File: config.mk
export PLATFORM = sky130hd
export DESIGN_NAME = fdio_port
export DESIGN_NICKNAME = d
export VERILOG_FILES = /design/src/rtl/fdio_pkg.sv /design/src/rtl/fdio_port.sv
export SDC_FILE = /design/constraint.sdc
export NUM_CORES = 1
export LEC_CHECK = 0
export BUFFER_PORTS_ARGS = -buffer_cell sky130_fd_sc_hd__buf_2
export CAP_MARGIN = 5
export CELL_PAD_IN_SITES_DETAIL_PLACEMENT = 1
export CELL_PAD_IN_SITES_GLOBAL_PLACEMENT = 1
export CORE_ASPECT_RATIO = 0.5
export CORE_UTILIZATION = 43
export CTS_CLUSTER_DIAMETER = 60
export CTS_CLUSTER_SIZE = 28
export DETAILED_ROUTE_END_ITERATION = 10
export HOLD_SLACK_MARGIN = 0.03
export PLACE_DENSITY_LB_ADDON = 0.1
export SYNTH_ARGS = -nofsm -noshare
export SYNTH_HDL_FRONTEND = slang
export SYNTH_SLANG_ARGS = --single-unit
File: constraint.sdc
create_clock -name clk -period 2 [get_ports clk]
set_input_delay 0.1 -clock clk [delete_from_list [all_inputs] [get_ports clk]]
set_output_delay 0.1 -clock clk [all_outputs]
set_load 0.02 [all_outputs]
File: src/rtl/fdio_pkg.sv
// package for the four bit digital io port: widths, timing counts and carrier types
package fdio_pkg;

  // ****************************************************************
  // widths
  // ****************************************************************
  localparam int unsigned NUM_BITS   = 4;
  localparam int unsigned SEL_W      = 2;
  localparam int unsigned BYTE_W     = 8;

  // ****************************************************************
  // timing
  // ****************************************************************
  localparam int unsigned CLK_HZ        = 50_000_000;
  localparam int unsigned FILT_TIME_NS  = 1000;
  // least time: round up, never below one cycle
  localparam int unsigned FILT_CYC_RAW  = (FILT_TIME_NS * (CLK_HZ / 1_000_000) + 999) / 1000;
  localparam int unsigned FILT_CYCLES   = (FILT_CYC_RAW < 1) ? 1 : FILT_CYC_RAW;
  localparam int unsigned CNT_W         = 6;
  localparam logic [CNT_W-1:0] FILT_LAST = CNT_W'(FILT_CYCLES - 1);

  // ****************************************************************
  // reset values
  // ****************************************************************
  localparam logic [NUM_BITS-1:0] OUT_RESET  = 4'h0;
  localparam logic [NUM_BITS-1:0] IN_RESET   = 4'h0;
  localparam logic [CNT_W-1:0]    CNT_RESET  = 6'h00;
  localparam logic [BYTE_W-1:0]   BYTE_RESET = 8'h00;

  // ****************************************************************
  // carriers
  // ****************************************************************
  typedef struct packed {
    logic              bit_wr;
    logic              byte_wr;
    logic [SEL_W-1:0]  sel;
    logic [BYTE_W-1:0] data;
  } fdio_wr_t;

  typedef struct packed {
    logic              bit_rd;
    logic              byte_rd;
    logic [SEL_W-1:0]  sel;
  } fdio_rd_t;

endpackage

File: src/rtl/fdio_port.sv
// four bit digital io port: filtered inputs, bit and byte reads, bit and byte writes
`timescale 1ns/1ns

// What this block does
// - Four input pins are sampled and addressed as input positions zero to three.
// - A single-bit read returns 1 when the selected input is on and 0 when it is off.
// - A byte read packs input zero into bit zero up to input three in bit three, giving 0 to 15.
// - A filter select chooses between bypassing the inputs and a one microsecond filter.
// - Four output pins are driven and addressed as output positions zero to three.
// - A single-bit write of 1 turns the selected output on and a write of 0 turns it off.
// - A byte write drives output zero from bit zero up to output three from bit three.
module fdio_port
  import fdio_pkg::*;
(
  // clock and reset
  input  wire logic                        clk,
  input  wire logic                        reset,
  // configuration
  input  wire logic                        filter_en,
  // pins
  input  wire logic [fdio_pkg::NUM_BITS-1:0] din_pins,
  output logic      [fdio_pkg::NUM_BITS-1:0] dout_pins,
  // software access
  input  fdio_pkg::fdio_wr_t               wr,
  input  fdio_pkg::fdio_rd_t               rd,
  output logic      [fdio_pkg::BYTE_W-1:0] rd_data,
  output logic                             rd_valid
);
  import fdio_pkg::*;

  // ****************************************************************
  // input filter
  // ****************************************************************
  // one counter per bit so a bouncing bit never holds back a quiet one
  logic [NUM_BITS-1:0] raw_q, raw_d;
  logic [NUM_BITS-1:0] in_q, in_d;
  logic [CNT_W-1:0]    cnt_q [NUM_BITS];
  logic [CNT_W-1:0]    cnt_d [NUM_BITS];

  always_comb
  begin
    raw_d = din_pins;
    in_d  = in_q;
    for (int i = 0; i < NUM_BITS; i++)
    begin
      cnt_d[i] = CNT_RESET;
      if (!filter_en)
      begin
        in_d[i] = raw_q[i];
      end
      else if (raw_q[i] != in_q[i])
      begin
        if (cnt_q[i] == FILT_LAST)
        begin
          in_d[i] = raw_q[i];
        end
        else
        begin
          cnt_d[i] = cnt_q[i] + CNT_W'(1);
        end
      end
    end
  end

  always_ff @(posedge clk or posedge reset)
  begin
    if (reset)
    begin
      raw_q <= IN_RESET;
      in_q  <= IN_RESET;
      for (int i = 0; i < NUM_BITS; i++)
        cnt_q[i] <= CNT_RESET;
    end
    else
    begin
      raw_q <= raw_d;
      in_q  <= in_d;
      for (int i = 0; i < NUM_BITS; i++)
        cnt_q[i] <= cnt_d[i];
    end
  end

  // ****************************************************************
  // reads
  // ****************************************************************
  logic [BYTE_W-1:0] rdata_q, rdata_d;
  logic              rvalid_q, rvalid_d;

  always_comb
  begin
    rdata_d  = rdata_q;
    rvalid_d = rd.bit_rd | rd.byte_rd;
    if (rd.byte_rd)
      rdata_d = {{(BYTE_W-NUM_BITS){1'b0}}, in_q};
    else if (rd.bit_rd)
      rdata_d = {{(BYTE_W-1){1'b0}}, in_q[rd.sel]};
  end

  always_ff @(posedge clk or posedge reset)
  begin
    if (reset)
    begin
      rdata_q  <= BYTE_RESET;
      rvalid_q <= 1'b0;
    end
    else
    begin
      rdata_q  <= rdata_d;
      rvalid_q <= rvalid_d;
    end
  end

  assign rd_data  = rdata_q;
  assign rd_valid = rvalid_q;

  // ****************************************************************
  // outputs
  // ****************************************************************
  // byte write wins over a bit write in the same cycle; upper data bits are ignored
  logic [NUM_BITS-1:0] out_q, out_d;

  always_comb
  begin
    out_d = out_q;
    if (wr.byte_wr)
      out_d = wr.data[NUM_BITS-1:0];
    else if (wr.bit_wr)
      out_d[wr.sel] = wr.data[0];
  end

  always_ff @(posedge clk or posedge reset)
  begin
    if (reset)
      out_q <= OUT_RESET;
    else
      out_q <= out_d;
  end

  assign dout_pins = out_q;

  // ****************************************************************
  // assertions
  // ****************************************************************
  property p_pin_sample;
    @(posedge clk) disable iff (reset)
    !filter_en ##1 !filter_en |=> in_q == $past(din_pins, 2);
  endproperty
  a_pin_sample: assert property (p_pin_sample) else $error("bypass input late");

  property p_bit_read;
    @(posedge clk) disable iff (reset)
    rd.bit_rd && !rd.byte_rd |=> rd_valid && rd_data == {7'h00, $past(in_q[rd.sel])};
  endproperty
  a_bit_read: assert property (p_bit_read) else $error("bit read wrong");

  property p_byte_read;
    @(posedge clk) disable iff (reset)
    rd.byte_rd |=> rd_valid && rd_data == {4'h0, $past(in_q)};
  endproperty
  a_byte_read: assert property (p_byte_read) else $error("byte read wrong");

  property p_filter_hold;
    @(posedge clk) disable iff (reset)
    filter_en && raw_q[0] != in_q[0] && cnt_q[0] == CNT_RESET |=> in_q[0] == $past(in_q[0]);
  endproperty
  a_filter_hold: assert property (p_filter_hold) else $error("filter passed early");

  property p_filter_pass;
    @(posedge clk) disable iff (reset)
    filter_en && raw_q[0] != in_q[0] && cnt_q[0] == FILT_LAST |=> in_q[0] == $past(raw_q[0]);
  endproperty
  a_filter_pass: assert property (p_filter_pass) else $error("filter did not pass");

  property p_pins_follow;
    @(posedge clk) disable iff (reset)
    !wr.bit_wr && !wr.byte_wr |=> dout_pins == $past(dout_pins);
  endproperty
  a_pins_follow: assert property (p_pins_follow) else $error("outputs moved unasked");

  property p_bit_write;
    @(posedge clk) disable iff (reset)
    wr.bit_wr && !wr.byte_wr && wr.sel == 2'h1 |=>
      dout_pins[1] == $past(wr.data[0]) && dout_pins[0] == $past(dout_pins[0])
      && dout_pins[3:2] == $past(dout_pins[3:2]);
  endproperty
  a_bit_write: assert property (p_bit_write) else $error("bit write wrong");

  property p_byte_write;
    @(posedge clk) disable iff (reset)
    wr.byte_wr |=> dout_pins == $past(wr.data[3:0]);
  endproperty
  a_byte_write: assert property (p_byte_write) else $error("byte write wrong");

  c_byte_write: cover property (@(posedge clk) disable iff (reset) wr.byte_wr ##1 rd.byte_rd);
  c_filter_pass: cover property (@(posedge clk) disable iff (reset)
    filter_en && cnt_q[0] == FILT_LAST && raw_q[0] != in_q[0]);
  c_bit_read: cover property (@(posedge clk) disable iff (reset) rd.bit_rd && rd.sel == 2'h3);

endmodule

Word-level counts from Yosys, hierarchy flattened
Cells that the tools add are included.
Storage, ports and cells
  output and inout bits: 13
  flip-flop bits (word level): 45
Cells by class
  equal/unequal tests: 16
  order comparisons: 3
  bitwise operators: 1
  multiplexer cells: 33
  reduce and logical (&&, ||, !) cells: 7
  add/sub/neg operators: 4
Operators with widths (count)
  $mux W6: 12
  $add A6 B1 Y6 const B: 4
  $eq A6 B6 Y1 const B: 4
  $mux W8: 2
  $ne A2 B1 Y1 const B: 8
  $mux W1: 14
  $mux W4: 2
  $reduce_and A2 Y1: 4
  $lt A2 B3 Y1 const B: 2
  $bwmux W4: 1
  $ne A1 B1 Y1: 4
  $reduce_bool A2 Y1: 2
  $bmux W1 S2: 1
  $demux W1 S2: 1
  $ge A2 B1 Y1 const B: 1
  $logic_and A1 B1 Y1: 1
  $or A1 B1 Y1: 1

Logic depth before layout (Yosys ltp)
  depth after elaboration: 7
  gate-level depth with buffers: 5

Worst setup path before layout
No wires, ideal clock.
  kind: reg2reg
  start: reg cnt_q[0] (netlist bit)
  end: reg in_q[3]
  setup time: 0.128 ns
  buffers on the path: 0
  path slack: 0.637 ns
  stages on the path, launching flop included: 5
  arrival: 1.235 ns
  clock period less this slack: 1.363 ns
  required time: 1.872 ns
  cells stage by stage: dfrtp_1 ha_1 and2_1 a31oi_1 mux2_1
On the way
  longest elaborated chain between the ends: 3
RTL lines
  start, declared: line fdio_port.sv:37  | logic [CNT_W-1:0] cnt_q [NUM_BITS];
  start signal, assigned by index: line fdio_port.sv:79  | cnt_q[i] <= cnt_d[i];
  $eq A6 B6 Y1: line fdio_port.sv:53  | if (cnt_q[i] == FILT_LAST)
  $ne A2 B1 Y1 (no source line)
  $reduce_and A2 Y1 (no source line)
  end signal, assigned: line fdio_port.sv:77  | in_q <= in_d;
  end, declared: line fdio_port.sv:36  | logic [NUM_BITS-1:0] in_q, in_d;
Every way passes these cells.
A chain may end at the register's enable or synchronous reset.

Worst setup path in the final report
  start: reg cnt_q[19] (netlist bit)
  end: reg in_q[0]
Same word-level chain as after synthesis.

==> run_results.csv <==
group,metric,value,unit
timing,clock-skew-final,0.008765,ns
yosys,ys_async_sr_fraction,100.0,%
setup_path,critical_path.startpoint_type,"flip-flop",
global_routing,use_met1,22.23,%
setup_path,timing.critical_path.required,2.17,ns
global_routing,globalRoute.busiestLayer,"met2",
timing,finalCritPeriodShare,74.68,%
timing,setup_tns,0,ns
yosys,synth_largest_area_cell,"sky130_fd_sc_hd__dfrtp_1",
yosys,mappedNetlistArea,1912,um2
placed_design,dp_hpwl,2.587,mm
route,wl,3.616,mm
setup_path,worst_ep_arrival_time,1.66,ns
yosys,yosys-top-cells-area,"sky130_fd_sc_hd__dfrtp_1 54%, sky130_fd_sc_hd__ha_1 5.2%, sky130_fd_sc_hd__xor2_1 4.6%, sky130_fd_sc_hd__nor2_1 3.7%, sky130_fd_sc_hd__mux2_1 2.9%",
setup_path,biggest_cell_delay_along_the_critical_path,0.41,ns
finish,finalNetCount,242,
yosys,synth_largest_type_area_fraction,53.66,%
min_path,worstHoldPathType,"input pin to flip-flop",
placed_design,finalWeightedCongestion,0.7567,
setup_path,timing.critical_path.max_delay_family,"flip-flops",
finish,area_growth_syn_to_layout,18.72,%
yosys,synth_cells,169,
cts,clock-root-buffer,"sky130_fd_sc_hd__clkbuf_8",
setup_path,cp_cell_sequence,"inv_1, ha_1, nand2_1, o31ai_1, mux2_1",
yosys,avgSynthCellArea,11.31,um2
yosys,synth_sequential_area_ratio,53.66,%
power,power_leakage,1.039,nW
die,design.portCount,36,
route,wl_per_cell,13.59,um
yosys,synth-edff-count,0,
status,status,"finished clean",
yosys,synth_flop_cell,"sky130_fd_sc_hd__dfrtp_1",
cts,tritoncts.num_buffers,5,
timing,drv_slew,0,
power,powerDensity,729.0,nW/um2
timing,final.min_clock_period,1.494,ns
global_routing,grt_use_total,18.18,%
finish,postLayoutCoreUtil,55.58,%
timing,grt_setup_unrepaired,"no",
die,start_util,46.81,%
route,first_iter_violations,30,
global_routing,global_routing_met2_resource_utilization,31.80,%
cts,clk_transition_reported_paths,0.08,ns
timing,worst_max_slew_pin_slew,0.5178,ns
setup_path,end_kind,"flip-flop",
placed_design,number_of_buffer_cells_added_on_primary_ports,27,
power,max-vdd-ir-drop,0.3424,mV
timing,setup_viol_count_final,0,
timing,maxClockFrequency,0.6695,GHz
global_routing,gr-total-overflow,0,
setup_path,critPathKind,"flip-flop to flip-flop",
yosys,synth_warnings,0,
route,via_count,1375,
die,number_of_placement_rows,16,
global_routing,grt_first_pass_wirelength,6.430,mm
die,die_height,49.15,um
route,drt-vias-per-instance,5.169,
yosys,synth_top_cells_by_count,"41 x sky130_fd_sc_hd__dfrtp_1, 19 x sky130_fd_sc_hd__nor2_1, 10 x sky130_fd_sc_hd__nand3_1, 10 x sky130_fd_sc_hd__xor2_1, 9 x sky130_fd_sc_hd__nand2_1",
setup_path,worstPathBufferInverterCount,1,
cts,cts.sink_count,41,
cts,tritoncts,"done",
finish,layout-drive-gt1-share,23.11,%
finish,fin_area,2270,um2
die,core_region_area,4084,um2
global_routing,gr-usage-met3,5.607,%
die,design.die.area,4733,um2
yosys,ys_seq_elements,41,
cts,post_cts_buffers,0,
finish,antenna_cells,0,
flow_run,max_cap_viol_count,0,
timing,worst_slew_margin_rel,65.42,%
timing,hold_viol,0,
setup_path,crit_path_max_fanout,4,
global_routing,grt_max_degree,42,
global_routing,first_global_vias,1449,
cts,longest_clk_path_bufs,2,
route,drc_violation_count_after_routing,0,
cts,worstSkewPairLatency,0.29,ns
placed_design,placement.cell_area,2103,um2
yosys,count_leader_synth,"sky130_fd_sc_hd__dfrtp_1",
die,die-width,96.30,um
global_routing,grt_antenna_before_repair,0,
route,final_antenna_net_count,0,
setup_path,critical_path.slowest_cell,"sky130_fd_sc_hd__dfrtp_1",
yosys,yosysUniqueCellTypes,36,
cts,clock_tree.htree_level_count,2,
route,drt_first_pass_iters,4,
worst paths after layout:
path                       slack [ns]  cells after the start          from           end
min in group asynchronous        0.48                      4         reset      cnt_q[2]
max                              0.51                      5     cnt_q[19]       in_q[0]
max in group asynchronous        1.16                      4         reset     cnt_q[18]
min reg2reg                      0.50                      1  dout_pins[0]  dout_pins[0]
min                              0.08                      3         rd[3]      rd_valid
max reg2reg                      0.51                      5     cnt_q[19]       in_q[0]
tightest hold or removal path, delay by kind of cell:
kind	cells	cell delay [ns]
and+or+nand+nor	1	0.08
buffers and inverters	2	0.17
power by group:
group,switching [mW],leakage (nW),total [mW],internal (mW)
Clock,0.287,0.0439,0.528,0.241
Sequential,0.0388,0.532,0.912,0.873
Combinational,0.123,0.463,0.215,0.0919
what timing repair did:
action / CTS / global route
hold endpoints to repair: 48 / 0
hold buffers: 8 / 0
resized for setup: 0 / 0
metrics by stage:
| stage | hold WS, ns | total power, mW | worst slack [ns] | std cells |
|---|---|---|---|---|
| after floorplan | 0.1314 | 1.062 | 0.6373 | 172 |
| after global placement | 0.2080 | 1.128 | 0.5767 | 250 |
| final | 0.08256 | 1.655 | 0.5065 | 266 |
| after global routing | 0.08300 | 1.763 | 0.4043 | 266 |
| after detailed placement | 0.2101 | 1.137 | 0.5280 | 250 |
| after CTS | 0.07814 | 1.692 | 0.5148 | 266 |
placed cells by master (no fill, tap or decap), types with 2 or more instances in the layout:
master,n
sky130_fd_sc_hd__a21oi_1,4
sky130_fd_sc_hd__a22o_1,2
sky130_fd_sc_hd__buf_2,27
sky130_fd_sc_hd__clkbuf_8,5
sky130_fd_sc_hd__clkinv_2,2
sky130_fd_sc_hd__conb_1,4
sky130_fd_sc_hd__dfrtp_1,41
sky130_fd_sc_hd__dlygate4sd3_1,8
sky130_fd_sc_hd__ha_1,8
sky130_fd_sc_hd__inv_1,7
sky130_fd_sc_hd__mux2_1,5
sky130_fd_sc_hd__mux2i_1,4
sky130_fd_sc_hd__nand2_1,9
sky130_fd_sc_hd__nand2b_1,2
sky130_fd_sc_hd__nand3_1,10
sky130_fd_sc_hd__nand3b_1,2
sky130_fd_sc_hd__nor2_1,19
sky130_fd_sc_hd__nor2_2,5
sky130_fd_sc_hd__o21ai_0,7
sky130_fd_sc_hd__o311ai_2,2
sky130_fd_sc_hd__o31ai_1,2
sky130_fd_sc_hd__or3_1,4
sky130_fd_sc_hd__xnor2_1,6
sky130_fd_sc_hd__xor2_1,10
state kept, by name, indices dropped and copies added (netlist names):
| register | flops |
|---|---|
| cnt_q | 24 |
| dout_pins | 4 |
| in_q | 4 |
| raw_q | 4 |
| rd_data | 4 |
| rd_valid | 1 |
per-layer routing:
| layer | vias to the layer above | share of wire (%) |
|---|---|---|
| li1 | 654 | - |
| met1 | 692 | 45 |
| met2 | 27 | 50 |
| met3 | 2 | 4.6 |
| met4 | 0 | 0.47 |
| met5 | - | 0 |
layout make-up:
cell class	instances	area, um2
Sequential cell	41	1026
Clock buffer	5	68.82
Tap cell	54	67.56
Timing Repair Buffer	36	222.7
Fill cell	473	1814
Clock inverter	3	17.52
Multi-Input combinational cell	119	837.1
Inverter	8	30.03
kinds of logic (layout without fill, tap and decap cells):
kind of cell | Yosys count | count (layout) | share of synthesized area, %
flip-flops | 41 | 41 | 53.66
multiplexers | 9 | 9 | 5.039
other | 1 | 4 | 0.1961
buffers and inverters | 12 | 52 | 3.141
AO/OA/AOI/OAI | 26 | 26 | 10.86
adder cells (fa/ha/maj) | 8 | 8 | 5.236
AND/OR/NAND/NOR | 56 | 56 | 14.53
XOR/XNOR | 16 | 16 | 7.330
Power figures use the tool's default switching activity.
